===== src/host_port_consts.svh =====
`ifndef HOST_PORT_CONSTS_SVH
`define HOST_PORT_CONSTS_SVH

// Serial frame layout, counted in rising serial clock edges.
`define SER_FRAME_LEN     5'd24
`define SER_ADDR_LEN      5'd8
`define SER_DATA_FIRST    5'd17
`define SER_DATA_LAST     5'd24

// Host type select codes.
`define HTS_SEP_STROBE    2'h0
`define HTS_DATA_STROBE   2'h1
`define HTS_SYNC_BUS      2'h3

// Widths and reset values.
`define REG_ADDR_W        8
`define REG_DATA_W        8
`define SYNC_W            25
`define SYNC_RST          25'h0000007

`endif


===== src/host_port_pkg.sv =====
package host_port_pkg;

    // Parallel access sequencer, Gray coded along the normal path.
    typedef enum logic [1:0] {
        PAR_IDLE    = 2'h0,
        PAR_ISSUE   = 2'h1,
        PAR_CAPTURE = 2'h3,
        PAR_DONE    = 2'h2
    } par_state_e;

    typedef logic [7:0] byte_t;

endpackage


===== src/serial_link_if.sv =====
`timescale 1ns/1ps
`default_nettype none

// Carries the sampled serial pins to the frame engine and its requests back.
interface serial_link_if;
    logic       cs_n;
    logic       cs_rise;
    logic       sclk_rise;
    logic       sclk_fall;
    logic       serial_in;
    logic       rd_valid;
    logic [7:0] rd_data;
    logic       rd_req;
    logic       wr_req;
    logic [7:0] addr;
    logic [7:0] wdata;
    logic       serial_out;
    logic       sdo_oe;

    modport engine (
        input  cs_n, cs_rise, sclk_rise, sclk_fall, serial_in, rd_valid, rd_data,
        output rd_req, wr_req, addr, wdata, serial_out, sdo_oe
    );
    modport core (
        output cs_n, cs_rise, sclk_rise, sclk_fall, serial_in, rd_valid, rd_data,
        input  rd_req, wr_req, addr, wdata, serial_out, sdo_oe
    );
endinterface

`default_nettype wire


===== src/host_access_port.sv =====
`timescale 1ns/1ps
`default_nettype none
`include "host_port_consts.svh"

module host_access_port
    import host_port_pkg::*;
(
    // Clock and reset.
    input  wire logic       SYS_CLK,
    input  wire logic       SYS_RST,
    // Interface selection straps.
    input  wire logic       SERIAL_PARALLEL_SELECT,
    input  wire logic [1:0] HOST_TYPE_SELECT,
    // Shared chip select.
    input  wire logic       CS_N,
    // Serial port.
    input  wire logic       SCLK,
    input  wire logic       SERIAL_IN,
    output logic            SERIAL_OUT,
    output logic            SERIAL_OUT_OE,
    // Parallel port.
    input  wire logic [7:0] ADDR,
    input  wire logic       ADDR_LATCH,
    input  wire logic       READ_OR_DATA_STROBE_N,
    input  wire logic       WRITE_OR_DIRECTION,
    input  wire logic [7:0] DATA_IN,
    output logic [7:0]      DATA_OUT,
    output logic            DATA_OE,
    output logic            READY_N,
    // Register file side.
    output logic [7:0]      REG_ADDR,
    output logic [7:0]      REG_WDATA,
    output logic            REG_WR,
    output logic            REG_RD,
    input  wire logic [7:0] REG_RDATA,
    // Interrupt request from the register file and its pin.
    input  wire logic       INT_REQ,
    output logic            INT_N
);

    serial_link_if lnk ();

    logic [`SYNC_W-1:0] s1_r;
    logic [`SYNC_W-1:0] s2_r;
    logic [`SYNC_W-1:0] s3_r;

    // Every pin crosses two flops; a third stage only serves edge finding.
    wire [`SYNC_W-1:0] pins = {DATA_IN, ADDR, WRITE_OR_DIRECTION, ADDR_LATCH,
                               HOST_TYPE_SELECT, SERIAL_PARALLEL_SELECT,
                               SERIAL_IN, READ_OR_DATA_STROBE_N, SCLK, CS_N};

    always_ff @(posedge SYS_CLK or posedge SYS_RST) begin
        if (SYS_RST) begin
            s1_r <= `SYNC_RST;
            s2_r <= `SYNC_RST;
            s3_r <= `SYNC_RST;
        end else begin
            s1_r <= pins;
            s2_r <= s1_r;
            s3_r <= s2_r;
        end
    end

    // Named views of the synchronised pins.
    wire        cs_n     = s2_r[0];
    wire        sclk     = s2_r[1];
    wire        strb_n   = s2_r[2];
    wire        serial_in      = s2_r[3];
    wire        ser_mode = s2_r[4];
    wire [1:0]  hts      = s2_r[6:5];
    wire        ale      = s2_r[7];
    wire        wr_dir   = s2_r[8];
    wire [7:0]  addr_in  = s2_r[16:9];
    wire [7:0]  data_in  = s2_r[24:17];
    wire        cs_rise  = s2_r[0] & ~s3_r[0];
    wire        ale_fall = ~s2_r[7] & s3_r[7];
    wire        strb_fal = ~s2_r[2] & s3_r[2];
    wire        wr_fall  = ~s2_r[8] & s3_r[8];

    // Mode decode; the separate-strobe mode reads the direction pin as a write strobe.
    wire sep_mode  = (hts == `HTS_SEP_STROBE);
    wire dir_mode  = (hts == `HTS_DATA_STROBE) | (hts == `HTS_SYNC_BUS);
    wire par_sel   = ~ser_mode & ~cs_n;
    wire sep_rd    = par_sel & sep_mode & strb_fal;
    wire sep_wr    = par_sel & sep_mode & wr_fall & strb_n;
    wire dir_go    = par_sel & dir_mode & strb_fal;
    wire start_rd  = sep_rd | (dir_go & wr_dir);
    wire start_wr  = sep_wr | (dir_go & ~wr_dir);
    wire strobe_up = sep_mode ? (strb_n & wr_dir) : strb_n;

    // Serial link hookup.
    assign lnk.cs_n      = cs_n | ~ser_mode;
    assign lnk.cs_rise   = cs_rise & ser_mode;
    assign lnk.sclk_rise = sclk & ~s3_r[1];
    assign lnk.sclk_fall = ~sclk & s3_r[1];
    assign lnk.serial_in       = serial_in;
    assign lnk.rd_data   = REG_RDATA;

    serial_frame_engine u_engine (
        .clk (SYS_CLK),
        .rst (SYS_RST),
        .lnk (lnk.engine)
    );

    par_state_e state_r;
    par_state_e state_nxt;
    byte_t      alat_r;
    logic       alat_vld_r;
    logic       is_rd_r;
    logic       rd_valid_r;

    // Address latch on the falling edge of the latch/address strobe pin, outside the synchronous bus mode.
    // If that pin is tied high, the live address bus is used instead.
    always_ff @(posedge SYS_CLK or posedge SYS_RST) begin
        if (SYS_RST) begin
            alat_r     <= 8'h00;
            alat_vld_r <= 1'b0;
        end else if (ale_fall & ~hts[1]) begin
            alat_r     <= addr_in;
            alat_vld_r <= 1'b1;
        end else if (ale & strb_n & wr_dir) begin
            alat_vld_r <= 1'b0;
        end
    end

    wire [7:0] par_addr = (alat_vld_r & ~hts[1]) ? alat_r : addr_in;

    // Sequencer: issue, capture read data, then hold ready until the strobe ends.
    always_comb begin
        state_nxt = state_r;
        unique case (state_r)
            PAR_IDLE:    if (start_rd | start_wr) state_nxt = PAR_ISSUE;
            PAR_ISSUE:   state_nxt = PAR_CAPTURE;
            PAR_CAPTURE: state_nxt = PAR_DONE;
            PAR_DONE:    if (strobe_up | cs_n) state_nxt = PAR_IDLE;
        endcase
    end

    always_ff @(posedge SYS_CLK or posedge SYS_RST) begin
        if (SYS_RST) begin
            state_r <= PAR_IDLE;
            is_rd_r <= 1'b0;
        end else begin
            state_r <= state_nxt;
            if (state_r == PAR_IDLE) begin
                is_rd_r <= start_rd;
            end
        end
    end

    wire par_go = (state_r == PAR_IDLE) & (start_rd | start_wr);

    // Register file requests from whichever port is selected.
    always_ff @(posedge SYS_CLK or posedge SYS_RST) begin
        if (SYS_RST) begin
            REG_ADDR   <= 8'h00;
            REG_WDATA  <= 8'h00;
            REG_RD     <= 1'b0;
            REG_WR     <= 1'b0;
            rd_valid_r <= 1'b0;
        end else begin
            REG_RD     <= (par_go & start_rd) | lnk.rd_req;
            REG_WR     <= (par_go & start_wr) | lnk.wr_req;
            rd_valid_r <= REG_RD;
            if (par_go) begin
                REG_ADDR  <= par_addr;
                REG_WDATA <= data_in;
            end else if (lnk.rd_req | lnk.wr_req) begin
                REG_ADDR  <= lnk.addr;
                REG_WDATA <= lnk.wdata;
            end
        end
    end

    assign lnk.rd_valid = rd_valid_r & ser_mode;

    // Parallel data bus and ready. Drive only while a read is being answered.
    always_ff @(posedge SYS_CLK or posedge SYS_RST) begin
        if (SYS_RST) begin
            DATA_OUT <= 8'h00;
            DATA_OE  <= 1'b0;
            READY_N  <= 1'b1;
        end else begin
            if (state_r == PAR_CAPTURE) begin
                DATA_OUT <= REG_RDATA;
            end
            DATA_OE <= is_rd_r & (state_nxt == PAR_DONE);
            READY_N <= ~(state_nxt == PAR_DONE);
        end
    end

    // Serial output pins and the interrupt pin; status stays readable for polling.
    always_ff @(posedge SYS_CLK or posedge SYS_RST) begin
        if (SYS_RST) begin
            SERIAL_OUT    <= 1'b0;
            SERIAL_OUT_OE <= 1'b0;
            INT_N         <= 1'b1;
        end else begin
            SERIAL_OUT    <= lnk.serial_out;
            SERIAL_OUT_OE <= lnk.sdo_oe & ~cs_n;
            INT_N         <= ~INT_REQ;
        end
    end

endmodule

`default_nettype wire


===== src/serial_frame_engine.sv =====
`timescale 1ns/1ps
`default_nettype none
`include "host_port_consts.svh"

module serial_frame_engine
    import host_port_pkg::*;
(
    // Clock and reset.
    input  wire logic     clk,
    input  wire logic     rst,
    // Link to the core.
    serial_link_if.engine lnk
);

    logic [4:0]  cnt_r;
    logic [23:0] shift_r;
    logic        rw_r;
    byte_t       addr_r;
    byte_t       rbuf_r;
    logic        rd_req_r;
    logic        wr_req_r;
    logic        sdo_r;
    logic        sdo_oe_r;

    // Edge qualifiers for the frame.
    wire in_frame   = ~lnk.cs_n;
    wire take_bit   = in_frame & lnk.sclk_rise & (cnt_r < `SER_FRAME_LEN);
    wire hdr_done   = take_bit & (cnt_r == `SER_ADDR_LEN);
    // The counter holds the rises already taken, so the fall of clock k sees k-1.
    // Comparing against the clock numbers directly would skip the first data fall.
    wire out_slot   = in_frame & lnk.sclk_fall & rw_r
                      & (cnt_r >= (`SER_DATA_FIRST - 5'd1))
                      & (cnt_r <= (`SER_DATA_LAST - 5'd1));
    wire frame_full = (cnt_r == `SER_FRAME_LEN);

    // Bit collection; chip select high restarts the frame.
    always_ff @(posedge clk or posedge rst) begin
        if (rst) begin
            cnt_r   <= 5'h00;
            shift_r <= 24'h000000;
        end else if (lnk.cs_n) begin
            cnt_r   <= 5'h00;
        end else if (take_bit) begin
            cnt_r   <= cnt_r + 5'h01;
            shift_r <= {lnk.serial_in, shift_r[23:1]};
        end
    end

    // Header capture after the eighth address bit; dummy bits just shift through.
    always_ff @(posedge clk or posedge rst) begin
        if (rst) begin
            addr_r <= 8'h00;
            rw_r   <= 1'b0;
        end else if (hdr_done) begin
            addr_r <= shift_r[23:16];
            rw_r   <= lnk.serial_in;
        end
    end

    // Requests: a read is fetched early so the byte is ready before the 17th fall.
    always_ff @(posedge clk or posedge rst) begin
        if (rst) begin
            rd_req_r <= 1'b0;
            wr_req_r <= 1'b0;
        end else begin
            rd_req_r <= hdr_done & lnk.serial_in;
            wr_req_r <= lnk.cs_rise & frame_full & ~rw_r;
        end
    end

    // Readback shifter, driven out on falling serial clock edges.
    always_ff @(posedge clk or posedge rst) begin
        if (rst) begin
            rbuf_r <= 8'h00;
            sdo_r  <= 1'b0;
        end else if (lnk.rd_valid) begin
            rbuf_r <= lnk.rd_data;
        end else if (out_slot) begin
            sdo_r  <= rbuf_r[0];
            rbuf_r <= {1'b0, rbuf_r[7:1]};
        end
    end

    // Output stays released for writes and between frames.
    always_ff @(posedge clk or posedge rst) begin
        if (rst) begin
            sdo_oe_r <= 1'b0;
        end else if (lnk.cs_n | ~rw_r) begin
            sdo_oe_r <= 1'b0;
        end else if (out_slot) begin
            sdo_oe_r <= 1'b1;
        end
    end

    assign lnk.rd_req = rd_req_r;
    assign lnk.wr_req = wr_req_r;
    assign lnk.addr   = addr_r;
    assign lnk.wdata  = shift_r[23:16];
    assign lnk.serial_out    = sdo_r;
    assign lnk.sdo_oe = sdo_oe_r;

endmodule

`default_nettype wire


===== config.mk =====
export PLATFORM = sky130hd
export DESIGN_NAME = host_access_port
export DESIGN_NICKNAME = d
export VERILOG_FILES = /design/src/host_port_pkg.sv /design/src/serial_link_if.sv /design/src/host_access_port.sv /design/src/serial_frame_engine.sv
export VERILOG_INCLUDE_DIRS = /design/src
export SDC_FILE = /design/constraint.sdc
export NUM_CORES = 1
export LEC_CHECK = 0
export BUFFER_PORTS_ARGS = -buffer_cell sky130_fd_sc_hd__buf_2
export CAP_MARGIN = 30
export CORE_MARGIN = 2
export CORE_UTILIZATION = 23
export CTS_BUF_LIST = sky130_fd_sc_hd__clkbuf_16
export DETAILED_ROUTE_END_ITERATION = 10
export PLACE_DENSITY = 0.4
export SLEW_MARGIN = 20
export SYNTH_ARGS = -nofsm -noshare
export SYNTH_HDL_FRONTEND = slang
export SYNTH_SLANG_ARGS = --single-unit

===== constraint.sdc =====
create_clock -name SYS_CLK -period 5.7 [get_ports SYS_CLK]
set_input_delay 0.57 -clock SYS_CLK [delete_from_list [all_inputs] [get_ports SYS_CLK]]
set_output_delay 0.57 -clock SYS_CLK [all_outputs]
set_load 0.05 [all_outputs]

* Yosys cells after proc, flatten, opt, wreduce, memory -nomap -nowiden
Cells that the tools add are included.
** Operators by class
- Add/subtract/negate cells :: 1
- Magnitude comparators :: 3
- Eq/ne operators :: 8
- Mux-type cells :: 17
- Bitwise gates (word level) :: 61
- Reduce and logical (&&, ||, !) cells :: 9
** Operator list (count)
- 8-bit two-way mux :: 7
- 1-bit bitwise AND :: 37
- 1-bit NOT :: 14
- 5-bit two-way mux :: 2
- 1-bit OR :: 10
- 2-bit nonzero test :: 5
- 2-bit == test (second input constant) :: 4
- 2-bit one-hot mux with 4 select lines :: 1
- 5-bit by 1-bit adder with 5-bit output (second input constant) :: 1
- 5-bit by 4-bit == test with 1-bit output (second input constant) :: 1
- 5-bit == test (second input constant) :: 1
- 5-bit >= comparator (second input constant) :: 1
- 5-bit <= comparator (second input constant) :: 1
- 5-bit less-than comparator (second input constant) :: 1
- 1-bit two-way mux :: 5
- 2-bit by 1-bit == test with 1-bit output (second input constant) :: 2
- 2-bit logical NOT :: 2
- 2-bit two-way mux :: 2
- 2-bit AND reduction :: 2
** Word-level totals
- Register bits :: 153
- Input bits :: 36
- Output and inout port bits :: 31
- Word-level logic and storage cells :: 126

* Depth between registers and ports, before layout
Gate-level depths: netlist of run 1.
- Depth in word-level cells :: 11
- Mapped depth :: 6
- Gate-level depth less buffers :: 5

* By module
From an unflattened synthesis of run 1, not the netlist that was laid out.
** Second synthesis, totals
- Cell total of the unflattened synthesis :: 339
- Area total of the unflattened synthesis :: 4949.7 um^2
** By module, submodules not included
- host_access_port :: times used 1, cells an instance 215, area an instance 3434.5 um^2, seq. area each 2491.1 um^2
- serial_frame_engine :: times used 1, cells an instance 124, area an instance 1515.2 um^2, seq. area each 850.8 um^2

* Worst setup path after synthesis of run 1
OpenSTA, ideal clock, no wires.
- Path type :: flip-flop to flip-flop
- Start :: register s2_r[6]
- End :: register REG_WDATA[0]
- Library setup time :: 125 ps
- Data arrival time :: 1821 ps
- Required time :: 5575 ps
- Path slack :: 3754 ps
- Stages on the path, launching flop included :: 6
- Path buffers :: 1
- Period minus slack after synthesis :: 1946 ps
- Path through :: dfrtp_1 or4_4 o32ai_4 nand2_4 buf_6 mux2_4
** Between the ends
- Longest elaborated chain between the ends :: 9
- Elaborated cells on any way between the ends :: 18
- Those cells by class :: 2 x eq/ne; 1 x mux; 13 x bitwise; 2 x reduce/logical
** Ends and longest elaborated chain
- start, declared :: RTL line host_access_port.sv:44 : logic [`SYNC_W-1:0] s2_r;
- start signal, assigned :: RTL line host_access_port.sv:55 : s2_r <= `SYNC_RST;
- start signal, assigned :: RTL line host_access_port.sv:59 : s2_r <= s1_r;
- 2-bit by 1-bit == test with 1-bit output (no source line) / 2-bit == test (equally long branches)
- 1-bit OR :: RTL line host_access_port.sv:82 : wire dir_mode = (hts == `HTS_DATA_STROBE) | (hts == `HTS_SYNC_BUS);
- 1-bit bitwise AND (2 in a row) :: RTL line host_access_port.sv:86 : wire dir_go = par_sel & dir_mode & strb_fal;
- 1-bit bitwise AND, on equally long branches :: RTL line host_access_port.sv:87, host_access_port.sv:88
- 1-bit OR, on equally long branches :: RTL line host_access_port.sv:87, host_access_port.sv:88
- 1-bit OR (*) :: RTL line host_access_port.sv:151 : wire par_go = (state_r == PAR_IDLE) & (start_rd | start_wr);
- 1-bit bitwise AND (*) :: RTL line host_access_port.sv:151
- 8-bit two-way mux / 2-bit nonzero test (equally long branches)
- end signal, assigned :: RTL line host_access_port.sv:167 : REG_WDATA <= data_in;
- end signal, assigned :: RTL line host_access_port.sv:170 : REG_WDATA <= lnk.wdata;
- end, declared :: RTL line host_access_port.sv:32 : output logic [7:0] REG_WDATA,
Every way passes the cells marked *; elsewhere a longest branch is shown, timed or not.
A chain may end at the register's enable or synchronous reset.

* Final worst setup path of run 1
Ends and elaborated chain as after synthesis.

==> results_tabular.tex, run 1 <==
\begin{tabular}{lr}
\hline
Metric & Value \\
\hline
\multicolumn{2}{l}{\textbf{Synth}} \\
Dominant cell by count in the synthesized netlist & dfrtp\_1 \\
Cell types with the largest area share after synthesis & dfrtp\_1 (64\%), mux2\_2 (11\%), mux2i\_1 (6.5\%) \\
Syn. warnings & 0 \\
Top-area cell type share of the netlist area & 64.0\% \\
Total of flip-flops plus latches after synthesis & 133 \\
Post-synth design cell area & 4770 um\^{}2 \\
Synth async-reset ratio & 100\% \\
Sequential-to-total area share from yosys stat & 70.0\% \\
Number of distinct standard cells referenced by the synthesized netlist & 38 \\
Number of flops mapped to enable cells by yosys & 0 \\
Ys flop type & dfrtp\_1 \\
Top post-synthesis cells by count & dfrtp\_1 (122), mux2\_2 (48), mux2i\_1 (31), nor2\_1 (14), dfstp\_2 (11) \\
Post-Synthesis Net Count & 346 \\
Leading area contributor after synthesis & dfrtp\_1 \\
Cells after Synth & 308 \\
Average cell area after synthesis & 15.5 um\^{}2 \\
\multicolumn{2}{l}{\textbf{Clock tree}} \\
Number of setup buffers added after CTS & 0 \\
Cts bufs inserted & 17 \\
Clk slew on worst S/H paths & 0.06 ns \\
CTS Sinks & 133 \\
Skew-Pair Late Insertion Delay & 0.42 ns \\
TritonCTS clock tree & done \\
Htree depth & 4 \\
Total of cells resized after clock tree synthesis & 0 \\
Hold buffer count at cts & 0 \\
Bufs on Longest Clock Path & 2 \\
Clock root buffer master & clkbuf\_16 \\
\multicolumn{2}{l}{\textbf{Setup path}} \\
Type of origin of the critical path & flip-flop \\
Reg2Reg Launch Point & s2\_r[6]\$\_DFF\_PP0\_ \\
Sort of element at the end of the critical path & flip-flop \\
Maximum fanout encountered on the critical timing path & 16 \\
Arrival time of data at the critical path endpoint & 2.35 ns \\
R2r setup slk & 3.65 ns \\
Slowest CP cell & or4\_4 \\
Critical path data required time & 6.00 ns \\
Worst stage delay on the critical path & 0.58 ns \\
Critical R2R Capture & REG\_WDATA[0]\$\_DFFE\_PP0P\_ \\
Number of cells on the worst reg-to-reg path & 4 \\
Buffers \& Inverters on Critical Path & 0 \\
Largest delay contributor family on the critical path & simple AND/OR/NAND/NOR gates \\
Kind of critical path & reg2reg \\
Worst-path cell chain & or4\_4, o32ai\_4, nand2\_4, mux2\_4 \\
\multicolumn{2}{l}{\textbf{STA}} \\
Max-slew violation count & 0 \\
Finish-stage setup viols & 0 \\
Max-slew headroom at the worst pin & 40.3\% \\
Pin slew with the least headroom to its limit & 0.892 ns \\
Final hold violations & 0 \\
Final total negative setup slack & 0 ns \\
Fmax & 487 MHz \\
Setup repair after global routing missed its margin & no \\
Shortest clock period the worst path allows after layout & 2.05 ns \\
Worst setup skew after layout & 0.0102 ns \\
Portion of the clock cycle consumed by the worst path in the final layout & 36.0\% \\
\multicolumn{2}{l}{\textbf{Place}} \\
Instance count after placement with tap cells included & 639 \\
Number of buffers added on ports & 66 \\
Post-detailed-placement half-perimeter wirelength & 6160 um \\
Last weighted congestion value of the routability-driven placer & 0.696 \\
\multicolumn{2}{l}{\textbf{Global route}} \\
Vias in the first global route & 2830 \\
Wire length of the first global-routing pass & 15200 um \\
Global-route congestion overflow total & 0 \\
Number of antenna violations at the first check in global routing & 0 \\
Maximum number of pins on one net before global-route repair & 84 \\
Global-route usage over all layers & 9.19\% \\
\multicolumn{2}{l}{\textbf{Die}} \\
IO Count & 67 \\
Floorplan die area & 21900 um\^{}2 \\
Die Width & 148 um \\
Vertical extent of the die & 148 um \\
Placeable Area & 20300 um\^{}2 \\
\# rows & 52 \\
Starting utilization of the core area & 23.5\% \\
\multicolumn{2}{l}{\textbf{Power}} \\
Total design power & 2.92 mW \\
Worst ir drop on vdd & 0.219 mV \\
Total power per unit cell area & 486 nW/um\^{}2 \\
Leak Pwr & 2.88 nW \\
\multicolumn{2}{l}{\textbf{Layout}} \\
FILL cells & 2077 \\
Layout area overhead & 25.8\% \\
Ratio of cells with drive above 1 in the final layout & 42.1\% \\
Post-route insts no fill & 671 \\
NumNets Final & 426 \\
Register Area & 3340 um\^{}2 \\
Footprint of the multi-input gates & 1370 um\^{}2 \\
Diodes inserted & 0 \\
\multicolumn{2}{l}{\textbf{Detailed routing}} \\
Aggregate routed wire length & 9220 um \\
Vias after detailed routing & 2594 \\
Via density per instance & 3.87 \\
DRT Pass-1 Iters & 4 \\
Number of DRC markers in iteration 0 & 133 \\
Remaining routing DRC violations & 0 \\
Average detailed-routed wire length per instance & 13.7 um \\
Final ANT Viol Nets & 0 \\
\multicolumn{2}{l}{\textbf{Worst hold path}} \\
Hold path start & DATA\_IN[0] \\
Type of the most critical hold path & in2reg \\
Hold-critical path depth & 1 \\
Worst Hold Endpoint & s1\_r[17]\$\_DFF\_PP0\_ \\
\multicolumn{2}{l}{\textbf{Run status}} \\
Status & completed \\
\multicolumn{2}{l}{\textbf{Run}} \\
Max-cap violations & 0 \\
\hline
\end{tabular}
[registers in the layout, summed over array words and instances (netlist names), 8 cells and up]
signal and flops:
alat_r 8, DATA_OUT 8, s2_r 25, u_engine.lnk.addr 8, REG_WDATA 8, s1_r 25
REG_ADDR 8, u_engine.rbuf_r 8, u_engine.shift_r 8
[area by class of cell]
type | count | area share (%)
clock inverters | 15 | 2.35
flip-flops and latches | 133 | 55.7
multi-input cells | 160 | 22.9
well taps | 270 | 5.63
clock buffers | 17 | 7.08
inverters | 7 | 0.521
repair buffers | 69 | 5.88
[layout by cell type (no fill, tap or decap), types with 2 or more instances in the layout]
master        n
inv_1         7
nand3_1       8
clkbuf_16    17
dfrtp_1     122
clkinvlp_4    3
nand2b_1      2
nor2b_1       2
nor2_1       13
mux2_2       48
buf_2        66
nor3b_2       2
dfstp_2      11
ha_1          2
nor4bb_1      2
o21ai_0       5
mux2_4        2
mux2i_1      31
o211ai_1      3
bufinv_16     2
clkinv_4      2
clkinv_2      5
nor3_1        2
nand2_1      10
buf_4         3
a21oi_1      10
inv_6         2
a21o_1        3
[report_power, final]
| part | leakage (nW) | switching [mW] | total (mW) | internal [mW] |
|---|---|---|---|---|
| clock network | 0.277 | 0.416 | 1.05 | 0.638 |
| logic | 0.997 | 0.452 | 0.657 | 0.205 |
| registers | 1.61 | 0.0996 | 1.21 | 1.11 |
[routing by layer]
| layer | share of wire (%) | GRT usage, % | up-vias |
|---|---|---|---|
| met5 | 0 | 0 | - |
| met4 | 2.0 | 4.00 | 0 |
| met3 | 4.3 | 3.53 | 13 |
| met2 | 46 | 13.4 | 48 |
| met1 | 48 | 12.2 | 1295 |
| li1 | - | - | 1238 |
[stage by stage]
stage          utilization [%]  area [um^2]  hold slack (ns)  worst slack (ns)
2_1_floorplan                -         4770            0.331              1.59
3_3_place_gp              26.8         5440            0.333              3.70
3_5_place_dp              26.8         5440            0.335              3.64
4_1_cts                   29.6         6000            0.230              3.63
5_1_grt                   29.6         6000            0.230              3.55
6_report                  29.6         6000            0.252              3.65
[kinds of logic (layout without fill, tap and decap cells)]
| family | after synthesis | after routing | share of synthesized area, % |
|---|---|---|---|
| flip-flops | 133 | 133 | 70.0 |
| multiplexers | 81 | 81 | 18.5 |
| AND/OR/NAND/NOR | 52 | 52 | 6.11 |
| AO/OA/AOI/OAI | 25 | 25 | 3.54 |
| buffers and inverters | 15 | 108 | 1.36 |
| adder cells (fa/ha/maj) | 2 | 2 | 0.524 |
[how the worst max path moves through the flow]
stage,endpoint,cells past startpoint,from
floorplan,DATA_OE$_DFF_PP0_,1,SYS_RST
global placement,REG_WDATA[1]$_DFFE_PP0P_,4,s2_r[6]$_DFF_PP0_
detailed placement,REG_WDATA[0]$_DFFE_PP0P_,4,s2_r[6]$_DFF_PP0_
CTS,REG_WDATA[0]$_DFFE_PP0P_,4,s2_r[6]$_DFF_PP0_
global route,REG_WDATA[0]$_DFFE_PP0P_,4,s2_r[6]$_DFF_PP0_
finish,REG_WDATA[0]$_DFFE_PP0P_,4,s2_r[6]$_DFF_PP0_
(Power assumes the default switching activity.)
==> run 2: changes to the inputs <==
Settings changed: ABC_AREA set to 1.
Clock period 5.7 ns to 1.9 ns, I/O delays scaled along.
==> run 2 against run 1 <==
Total power rose to 2.9 times the previous value. Sequential share of layout area down 4.5 points. Clock power rose to 3.2 times the previous value. Worst setup slack worse by 3.4 ns. Clock-buffer cell count unchanged. Core utilization up 1.3 points. Die area up 4.7%. Critical path depth up 4. Highest routed layer unchanged. Synthesized area up 4.8%. Non-clock buffer count up 30. Maximum frequency up 22%. Routed wire length up 17%.
==> results_tabular.tex, run 2 <==
\begin{tabular}{lr}
\hline
Metric & Value \\
\hline
\multicolumn{2}{l}{\textbf{Run status}} \\
Status & completed (unchanged) \\
\multicolumn{2}{l}{\textbf{Synth}} \\
Top post-synthesis cells by count & dfrtp\_1 (122), nand2\_1 (95), inv\_1 (54), nand3\_1 (54), o21ai\_0 (41) (was dfrtp\_1 (122), mux2\_2 (48), mux2i\_1 (31), nor2\_1 (14), dfstp\_2 (11)) \\
Syn. warnings & 0 (unchanged) \\
Cells after Synth & 464 (was 308) \\
Sequential-to-total area share from yosys stat & 66.8\% (was 70.0\%) \\
Dominant cell by count in the synthesized netlist & dfrtp\_1 (unchanged) \\
Cell types with the largest area share after synthesis & dfrtp\_1 (61\%), nand2\_1 (7.1\%), dfstp\_2 (5.8\%) (was dfrtp\_1 (64\%), mux2\_2 (11\%), mux2i\_1 (6.5\%)) \\
Leading area contributor after synthesis & dfrtp\_1 (unchanged) \\
Synth async-reset ratio & 100\% (unchanged) \\
Ys flop type & dfrtp\_1 (unchanged) \\
Average cell area after synthesis & 10.8 um\^{}2 (was 15.5 um\^{}2) \\
Number of distinct standard cells referenced by the synthesized netlist & 29 (was 38) \\
Post-synth design cell area & 5000 um\^{}2 (was 4770 um\^{}2) \\
Number of flops mapped to enable cells by yosys & 0 (unchanged) \\
Total of flip-flops plus latches after synthesis & 133 (unchanged) \\
Top-area cell type share of the netlist area & 61.0\% (was 64.0\%) \\
Post-Synthesis Net Count & 502 (was 346) \\
\multicolumn{2}{l}{\textbf{Detailed routing}} \\
Final ANT Viol Nets & 0 (unchanged) \\
Via density per instance & 4.02 (was 3.87) \\
Vias after detailed routing & 3437 (was 2594) \\
Number of DRC markers in iteration 0 & 207 (was 133) \\
DRT Pass-1 Iters & 6 (was 4) \\
Remaining routing DRC violations & 0 (unchanged) \\
Average detailed-routed wire length per instance & 12.7 um (was 13.7 um) \\
Aggregate routed wire length & 10800 um (was 9220 um) \\
\multicolumn{2}{l}{\textbf{STA}} \\
Shortest clock period the worst path allows after layout & 1.68 ns (was 2.05 ns) \\
Max-slew headroom at the worst pin & 64.8\% (was 40.3\%) \\
Final WS setup & 0.222 ns (was 3.65 ns) \\
Portion of the clock cycle consumed by the worst path in the final layout & 88.3\% (was 36.0\%) \\
Max-slew violation count & 0 (unchanged) \\
Finish-stage setup viols & 0 (unchanged) \\
Final total negative setup slack & 0 ns (unchanged) \\
Final hold violations & 0 (unchanged) \\
Worst setup skew after layout & 0.0125 ns (was 0.0102 ns) \\
Pin slew with the least headroom to its limit & 0.527 ns (was 0.892 ns) \\
Fmax & 596 MHz (was 487 MHz) \\
Setup repair after global routing missed its margin & no (unchanged) \\
\multicolumn{2}{l}{\textbf{Clock tree}} \\
Cts bufs inserted & 17 (unchanged) \\
Clock root buffer master & clkbuf\_16 (unchanged) \\
Htree depth & 4 (unchanged) \\
Bufs on Longest Clock Path & 2 (unchanged) \\
Number of setup buffers added after CTS & 0 (unchanged) \\
Skew-Pair Late Insertion Delay & 0.41 ns (was 0.42 ns) \\
CTS Sinks & 133 (unchanged) \\
TritonCTS clock tree & done (unchanged) \\
Clk slew on worst S/H paths & 0.06 ns (about the same) \\
\multicolumn{2}{l}{\textbf{Die}} \\
Floorplan die area & 22900 um\^{}2 (was 21900 um\^{}2) \\
Die Width & 151 um (was 148 um) \\
\# rows & 53 (was 52) \\
Placeable Area & 21200 um\^{}2 (was 20300 um\^{}2) \\
IO Count & 67 (unchanged) \\
Starting utilization of the core area & 23.6\% (was 23.5\%) \\
Vertical extent of the die & 151 um (was 148 um) \\
\multicolumn{2}{l}{\textbf{Worst hold path}} \\
Type of the most critical hold path & in2reg (unchanged) \\
\multicolumn{2}{l}{\textbf{Run}} \\
Max-cap violations & 0 (unchanged) \\
\multicolumn{2}{l}{\textbf{Setup path}} \\
Maximum fanout encountered on the critical timing path & 18 (was 16) \\
Arrival time of data at the critical path endpoint & 1.98 ns (was 2.35 ns) \\
Type of origin of the critical path & flip-flop (unchanged) \\
Kind of critical path & reg2reg (unchanged) \\
Sort of element at the end of the critical path & flip-flop (unchanged) \\
Critical path data required time & 2.20 ns (was 6.00 ns) \\
\multicolumn{2}{l}{\textbf{Layout}} \\
Top flop regs & s1\_r x25, s2\_r x25 (unchanged) \\
Diodes inserted & 0 (unchanged) \\
Ratio of cells with drive above 1 in the final layout & 26.0\% (was 42.1\%) \\
Top library cells by usage in the layout, fill and taps aside & dfrtp\_1 (122), nand2\_1 (95), buf\_2 (66) (was dfrtp\_1 (122), buf\_2 (66), mux2\_2 (48)) \\
NumNets Final & 606 (was 426) \\
Most common cell after layout, fill and taps aside & dfrtp\_1 (unchanged) \\
Layout area overhead & 30.6\% (was 25.8\%) \\
\multicolumn{2}{l}{\textbf{Global route}} \\
Vias in the first global route & 3467 (was 2830) \\
Wire length of the first global-routing pass & 18100 um (was 15200 um) \\
Global-route congestion overflow total & 0 (unchanged) \\
Global-route usage over all layers & 10.3\% (was 9.19\%) \\
Maximum number of pins on one net before global-route repair & 88 (was 84) \\
Number of antenna violations at the first check in global routing & 0 (unchanged) \\
\multicolumn{2}{l}{\textbf{Place}} \\
Pre-CTS setup slack & 0.224 ns (was 3.64 ns) \\
Post-detailed-placement half-perimeter wirelength & 7510 um (was 6160 um) \\
Number of buffers added on ports & 66 (unchanged) \\
Last weighted congestion value of the routability-driven placer & 0.784 (was 0.696) \\
\multicolumn{2}{l}{\textbf{Power}} \\
Worst ir drop on vdd & 0.575 mV (was 0.219 mV) \\
Leak Pwr & 3.17 nW (was 2.88 nW) \\
Total power per unit cell area & 1280 nW/um\^{}2 (was 486 nW/um\^{}2) \\
\hline
\end{tabular}
[run 2: cell types whose count changed after synthesis, sizes merged, moves of 3 or more]
cell   delta
a21o      -3
a21oi     -7
buf       +5
inv      +53
mux2     -43
mux2i    -31
nand2    +91
nand3    +58
nand4    +11
nor3      +3
o21ai    +38
[run 2: layout make-up]
type	count	area, um^2
clock buffers	17	425
inverters	60	229
flip-flops and latches	133	3340
clock inverters	15	183
multi-input cells	257	1340
repair buffers	99	671
well taps	275	344
fillers	2151	14600
[run 2: per-layer routing]
layer | vias up | GRT usage, % | share of wire, %
li1 | 1711 | - | -
met1 | 1652 | 14.2 | 50
met2 | 62 | 15.3 | 45
met3 | 12 | 3.02 | 3.8
met4 | 0 | 4.16 | 1.7
met5 | - | 0 | 0
[run 2: cells by family (layout without fill, tap and decap cells)]
| group | count (synthesis) | in the layout | synth area share, % |
|---|---|---|---|
| buf+inv | 74 | 191 | 6.40 |
| mux | 7 | 7 | 1.58 |
| compound gates | 49 | 49 | 5.05 |
| fa+ha+maj | 2 | 2 | 0.500 |
| simple gates | 199 | 199 | 19.7 |
| flops | 133 | 133 | 66.8 |
[run 2: report_power, final]
part	total, mW	internal [mW]	switching (mW)
combinational	1.57	0.443	1.13
clock	3.34	2.08	1.27
sequential	3.47	3.24	0.228
total	8.39	5.76	2.63
[run 2: per-stage QoR]
step           util [%]  hold slack (ns)  total power, mW  std cells  area, um^2
2_1_floorplan         -            0.194             4.63        464        5010
3_3_place_gp       26.7            0.297             5.05        797        5660
3_5_place_dp       26.7            0.296             5.08        797        5660
4_1_cts            30.9          0.00466             8.53        856        6530
5_1_grt            30.9           0.0215             8.81        856        6530
6_report           30.9           0.0259             8.39        856        6530
[run 2: timing repair]
item,CTS,global route
hold endpoints to repair,65,0
resized for setup,0,0
hold buffers,27,0
[run 2: worst max-delay path: stages (launching register included)]
cell,delay (ns)
dfstp_2,0.57
nor2_2,0.07
nand3_1,0.10
nand2_1,0.09
nand2_4,0.08
buf_4,0.22
nand3_4,0.23
nand3_1,0.16
nand2_1,0.06
[run 2: path summary, 6_finish.rpt]
check	startpoint	slack, ns	endpoint	cells past startpoint
setup / recovery	s2_r[0]$_DFF_PP1_	0.22	REG_ADDR[6]$_DFFE_PP0P_	8
hold / removal	REG_RDATA[6]	0.03	u_engine.rbuf_r[6]$_DFFE_PP0P_	3
setup reg to reg	s2_r[0]$_DFF_PP1_	0.22	REG_ADDR[6]$_DFFE_PP0P_	8
hold reg to reg	s1_r[17]$_DFF_PP0_	0.35	s2_r[17]$_DFF_PP0_	0
max in group asynchronous	SYS_RST	0.99	REG_ADDR[1]$_DFFE_PP0P_	4
min in group asynchronous	SYS_RST	0.41	INT_N$_DFF_PP1_	3
==> run 3: changes to the inputs <==
--- a/config.mk
+++ b/config.mk
@@ -15,4 +15,4 @@
 export DETAILED_ROUTE_END_ITERATION = 10
+export MAX_ROUTING_LAYER = met4
 export PLACE_DENSITY = 0.4
-export SLEW_MARGIN = 20
 export SYNTH_ARGS = -nofsm -noshare
--- a/constraint.sdc
+++ b/constraint.sdc
@@ -3,2 +3,2 @@
 set_output_delay 0.19 -clock SYS_CLK [all_outputs]
-set_load 0.05 [all_outputs]
+set_load 0.01 [all_outputs]
==> run 3 against run 2 <==
Critical path depth is the same. Worst hold slack got worse by 0.00085 ns. Via count up 0.55%. Sequential cell count stayed put. Largest cell class unchanged.
==> results_tabular.tex, run 3 (synthesis results as in run 2) <==
\begin{tabular}{lr}
\hline
Metric & Value \\
\hline
\multicolumn{2}{l}{\textbf{Detailed routing}} \\
Aggregate routed wire length & 10900 um (was 10800 um) \\
Vias after detailed routing & 3456 (was 3437) \\
Final ANT Viol Nets & 0 (unchanged) \\
Average detailed-routed wire length per instance & 12.7 um (about the same) \\
Via density per instance & 4.04 (was 4.02) \\
DRT Pass-1 Iters & 4 (was 6) \\
Number of DRC markers in iteration 0 & 228 (was 207) \\
Remaining routing DRC violations & 0 (unchanged) \\
\multicolumn{2}{l}{\textbf{Setup path}} \\
Buffers \& Inverters on Critical Path & 1 (unchanged) \\
Worst-path cell chain & nor2\_2, nand3\_1, nand2\_1, nand2\_4, buf\_4, nand3\_4, nand3\_1, nand2\_1 (unchanged) \\
Sort of element at the end of the critical path & flip-flop (unchanged) \\
Kind of critical path & reg2reg (unchanged) \\
Type of origin of the critical path & flip-flop (unchanged) \\
Arrival time of data at the critical path endpoint & 1.99 ns (was 1.98 ns) \\
Number of cells on the worst reg-to-reg path & 8 (unchanged) \\
Depth of the critical timing path with buffers and inverters included & 8 (unchanged) \\
Maximum fanout encountered on the critical timing path & 18 (unchanged) \\
Largest delay contributor family on the critical path & simple AND/OR/NAND/NOR gates (unchanged) \\
Critical path data required time & 2.20 ns (about the same) \\
Slowest CP cell & dfstp\_2 (unchanged) \\
Worst stage delay on the critical path & 0.57 ns (about the same) \\
\multicolumn{2}{l}{\textbf{Layout}} \\
Diodes inserted & 0 (unchanged) \\
Top library cells by usage in the layout, fill and taps aside & dfrtp\_1 (122), nand2\_1 (95), buf\_2 (66) (unchanged) \\
Fraction of the core area covered by cells at the end of the flow & 30.9\% (unchanged) \\
Most common cell after layout, fill and taps aside & dfrtp\_1 (unchanged) \\
Ratio of cells with drive above 1 in the final layout & 26.0\% (unchanged) \\
Top flop regs & s1\_r x25, s2\_r x25 (unchanged) \\
Layout area overhead & 30.6\% (unchanged) \\
NumNets Final & 606 (unchanged) \\
\multicolumn{2}{l}{\textbf{Power}} \\
Sw power & 2.06 mW (was 2.63 mW) \\
Worst ir drop on vdd & 0.578 mV (was 0.575 mV) \\
Gate power share & 12.8\% (was 18.8\%) \\
Fraction of power consumed by sequential logic & 44.4\% (was 41.4\%) \\
Leak Pwr & 3.17 nW (unchanged) \\
Share of total power in the clock network & 42.8\% (was 39.9\%) \\
Internal Pwr Total & 5.76 mW (about the same) \\
Switching power share of the total & 26.3\% (was 31.3\%) \\
Total power per unit cell area & 1200 nW/um\^{}2 (was 1280 nW/um\^{}2) \\
Total design power & 7.82 mW (was 8.39 mW) \\
\multicolumn{2}{l}{\textbf{STA}} \\
Portion of the clock cycle consumed by the worst path in the final layout & 88.8\% (was 88.3\%) \\
Finish-stage setup viols & 0 (unchanged) \\
Pin slew with the least headroom to its limit & 0.527 ns (about the same) \\
Max-slew headroom at the worst pin & 64.8\% (about the same) \\
Worst setup skew after layout & 0.0124 ns (was 0.0125 ns) \\
Max-slew violation count & 0 (unchanged) \\
Shortest clock period the worst path allows after layout & 1.69 ns (was 1.68 ns) \\
Setup repair after global routing missed its margin & no (unchanged) \\
Final hold violations & 0 (unchanged) \\
Fmax & 593 MHz (was 596 MHz) \\
Final total negative setup slack & 0 ns (unchanged) \\
\multicolumn{2}{l}{\textbf{Die}} \\
\# rows & 53 (unchanged) \\
Starting utilization of the core area & 23.6\% (unchanged) \\
Die Width & 151 um (unchanged) \\
Placeable Area & 21200 um\^{}2 (unchanged) \\
IO Count & 67 (unchanged) \\
Vertical extent of the die & 151 um (unchanged) \\
Floorplan die area & 22900 um\^{}2 (unchanged) \\
\multicolumn{2}{l}{\textbf{Global route}} \\
Wire length of the first global-routing pass & 18000 um (was 18100 um) \\
Global-route congestion overflow total & 0 (unchanged) \\
Vias in the first global route & 3469 (was 3467) \\
Maximum number of pins on one net before global-route repair & 88 (unchanged) \\
Global-route usage over all layers & 10.6\% (was 10.3\%) \\
Number of antenna violations at the first check in global routing & 0 (unchanged) \\
\multicolumn{2}{l}{\textbf{Clock tree}} \\
Number of setup buffers added after CTS & 0 (unchanged) \\
CTS Sinks & 133 (unchanged) \\
Htree depth & 4 (unchanged) \\
Clk slew on worst S/H paths & 0.06 ns (about the same) \\
Skew-Pair Late Insertion Delay & 0.41 ns (about the same) \\
Clock root buffer master & clkbuf\_16 (unchanged) \\
TritonCTS clock tree & done (unchanged) \\
Bufs on Longest Clock Path & 2 (unchanged) \\
Cts bufs inserted & 17 (unchanged) \\
\multicolumn{2}{l}{\textbf{Place}} \\
Number of buffers added on ports & 66 (unchanged) \\
Post-detailed-placement half-perimeter wirelength & 7510 um (unchanged) \\
Last weighted congestion value of the routability-driven placer & 0.795 (was 0.784) \\
\multicolumn{2}{l}{\textbf{Run}} \\
Max-cap violations & 0 (unchanged) \\
\multicolumn{2}{l}{\textbf{Worst hold path}} \\
Hold-critical path depth & 3 (unchanged) \\
Type of the most critical hold path & in2reg (unchanged) \\
\multicolumn{2}{l}{\textbf{Run status}} \\
Status & completed (unchanged) \\
\hline
\end{tabular}
-- run 3: cell counts in the layout (fill, tap and decap cells not counted) --
Identical to the previous run, type by type.
-- run 3: worst reg2reg max path, stage by stage (launching register included) --
cell,delay (ns)
dfstp_2,0.57
nor2_2,0.07
nand3_1,0.10
nand2_1,0.09
nand2_4,0.08
buf_4,0.21
nand3_4,0.23
nand3_1,0.16
nand2_1,0.06
-- run 3: path summary, 6_finish.rpt --
| kind | from | endpoint | slack, ns |
|---|---|---|---|
| min in group asynchronous | SYS_RST | INT_N$_DFF_PP1_ | 0.41 |
| setup reg to reg | s2_r[0]$_DFF_PP1_ | REG_ADDR[6]$_DFFE_PP0P_ | 0.21 |
| hold / removal | REG_RDATA[6] | u_engine.rbuf_r[6]$_DFFE_PP0P_ | 0.03 |
| hold reg to reg | s1_r[17]$_DFF_PP0_ | s2_r[17]$_DFF_PP0_ | 0.35 |
| max in group asynchronous | SYS_RST | REG_WDATA[2]$_DFFE_PP0P_ | 0.99 |
| setup / recovery | s2_r[0]$_DFF_PP1_ | REG_ADDR[6]$_DFFE_PP0P_ | 0.21 |
-- run 3: cell type report --
| type | instances | area [um^2] |
|---|---|---|
| timing repair buffer | 99 | 671 |
| tap | 275 | 344 |
| inverter | 60 | 229 |
| multi-input combinational | 257 | 1340 |
| clock buffer | 17 | 425 |
| sequential | 133 | 3340 |
| clock inverter | 15 | 183 |
| fill | 2151 | 14600 |
-- run 3: power by group through the flow --
stage / Combinational (mW) / Clock, mW / Sequential (mW)
2_1_floorplan: 0.524 / 0 / 3.55
3_3_place_gp: 0.968 / 0 / 3.51
3_5_place_dp: 0.985 / 0 / 3.52
4_1_cts: 1.03 / 3.45 / 3.48
5_1_grt: 1.14 / 3.56 / 3.52
6_report: 1.00 / 3.34 / 3.47
-- run 3: metrics by stage --
stage                     cell area [um^2]  hold WS [ns]  std cells  worst slack, ns
after CTS                             6530       0.00466        856            0.214
final                                 6530        0.0250        856            0.213
after global routing                  6530        0.0230        856           0.0815
after floorplan                       5010         0.194        464           0.0678
after detailed placement              5660         0.296        797            0.224
after global placement                5660         0.297        797            0.266
-- run 3: layer usage --
layer  vias up  global-route usage, %  share of wire (%)
met5         -                      -                  0
met4         0                   4.16                1.7
met3        12                   2.87                4.1
met2        72                   15.3                 45
met1      1662                   14.2                 50
li1       1710                      -                  -
-- run 3: timing repair --
action,in CTS,in global routing
gates resized for setup,0,0
hold buffers,27,0
endpoints found under the hold margin,65,0
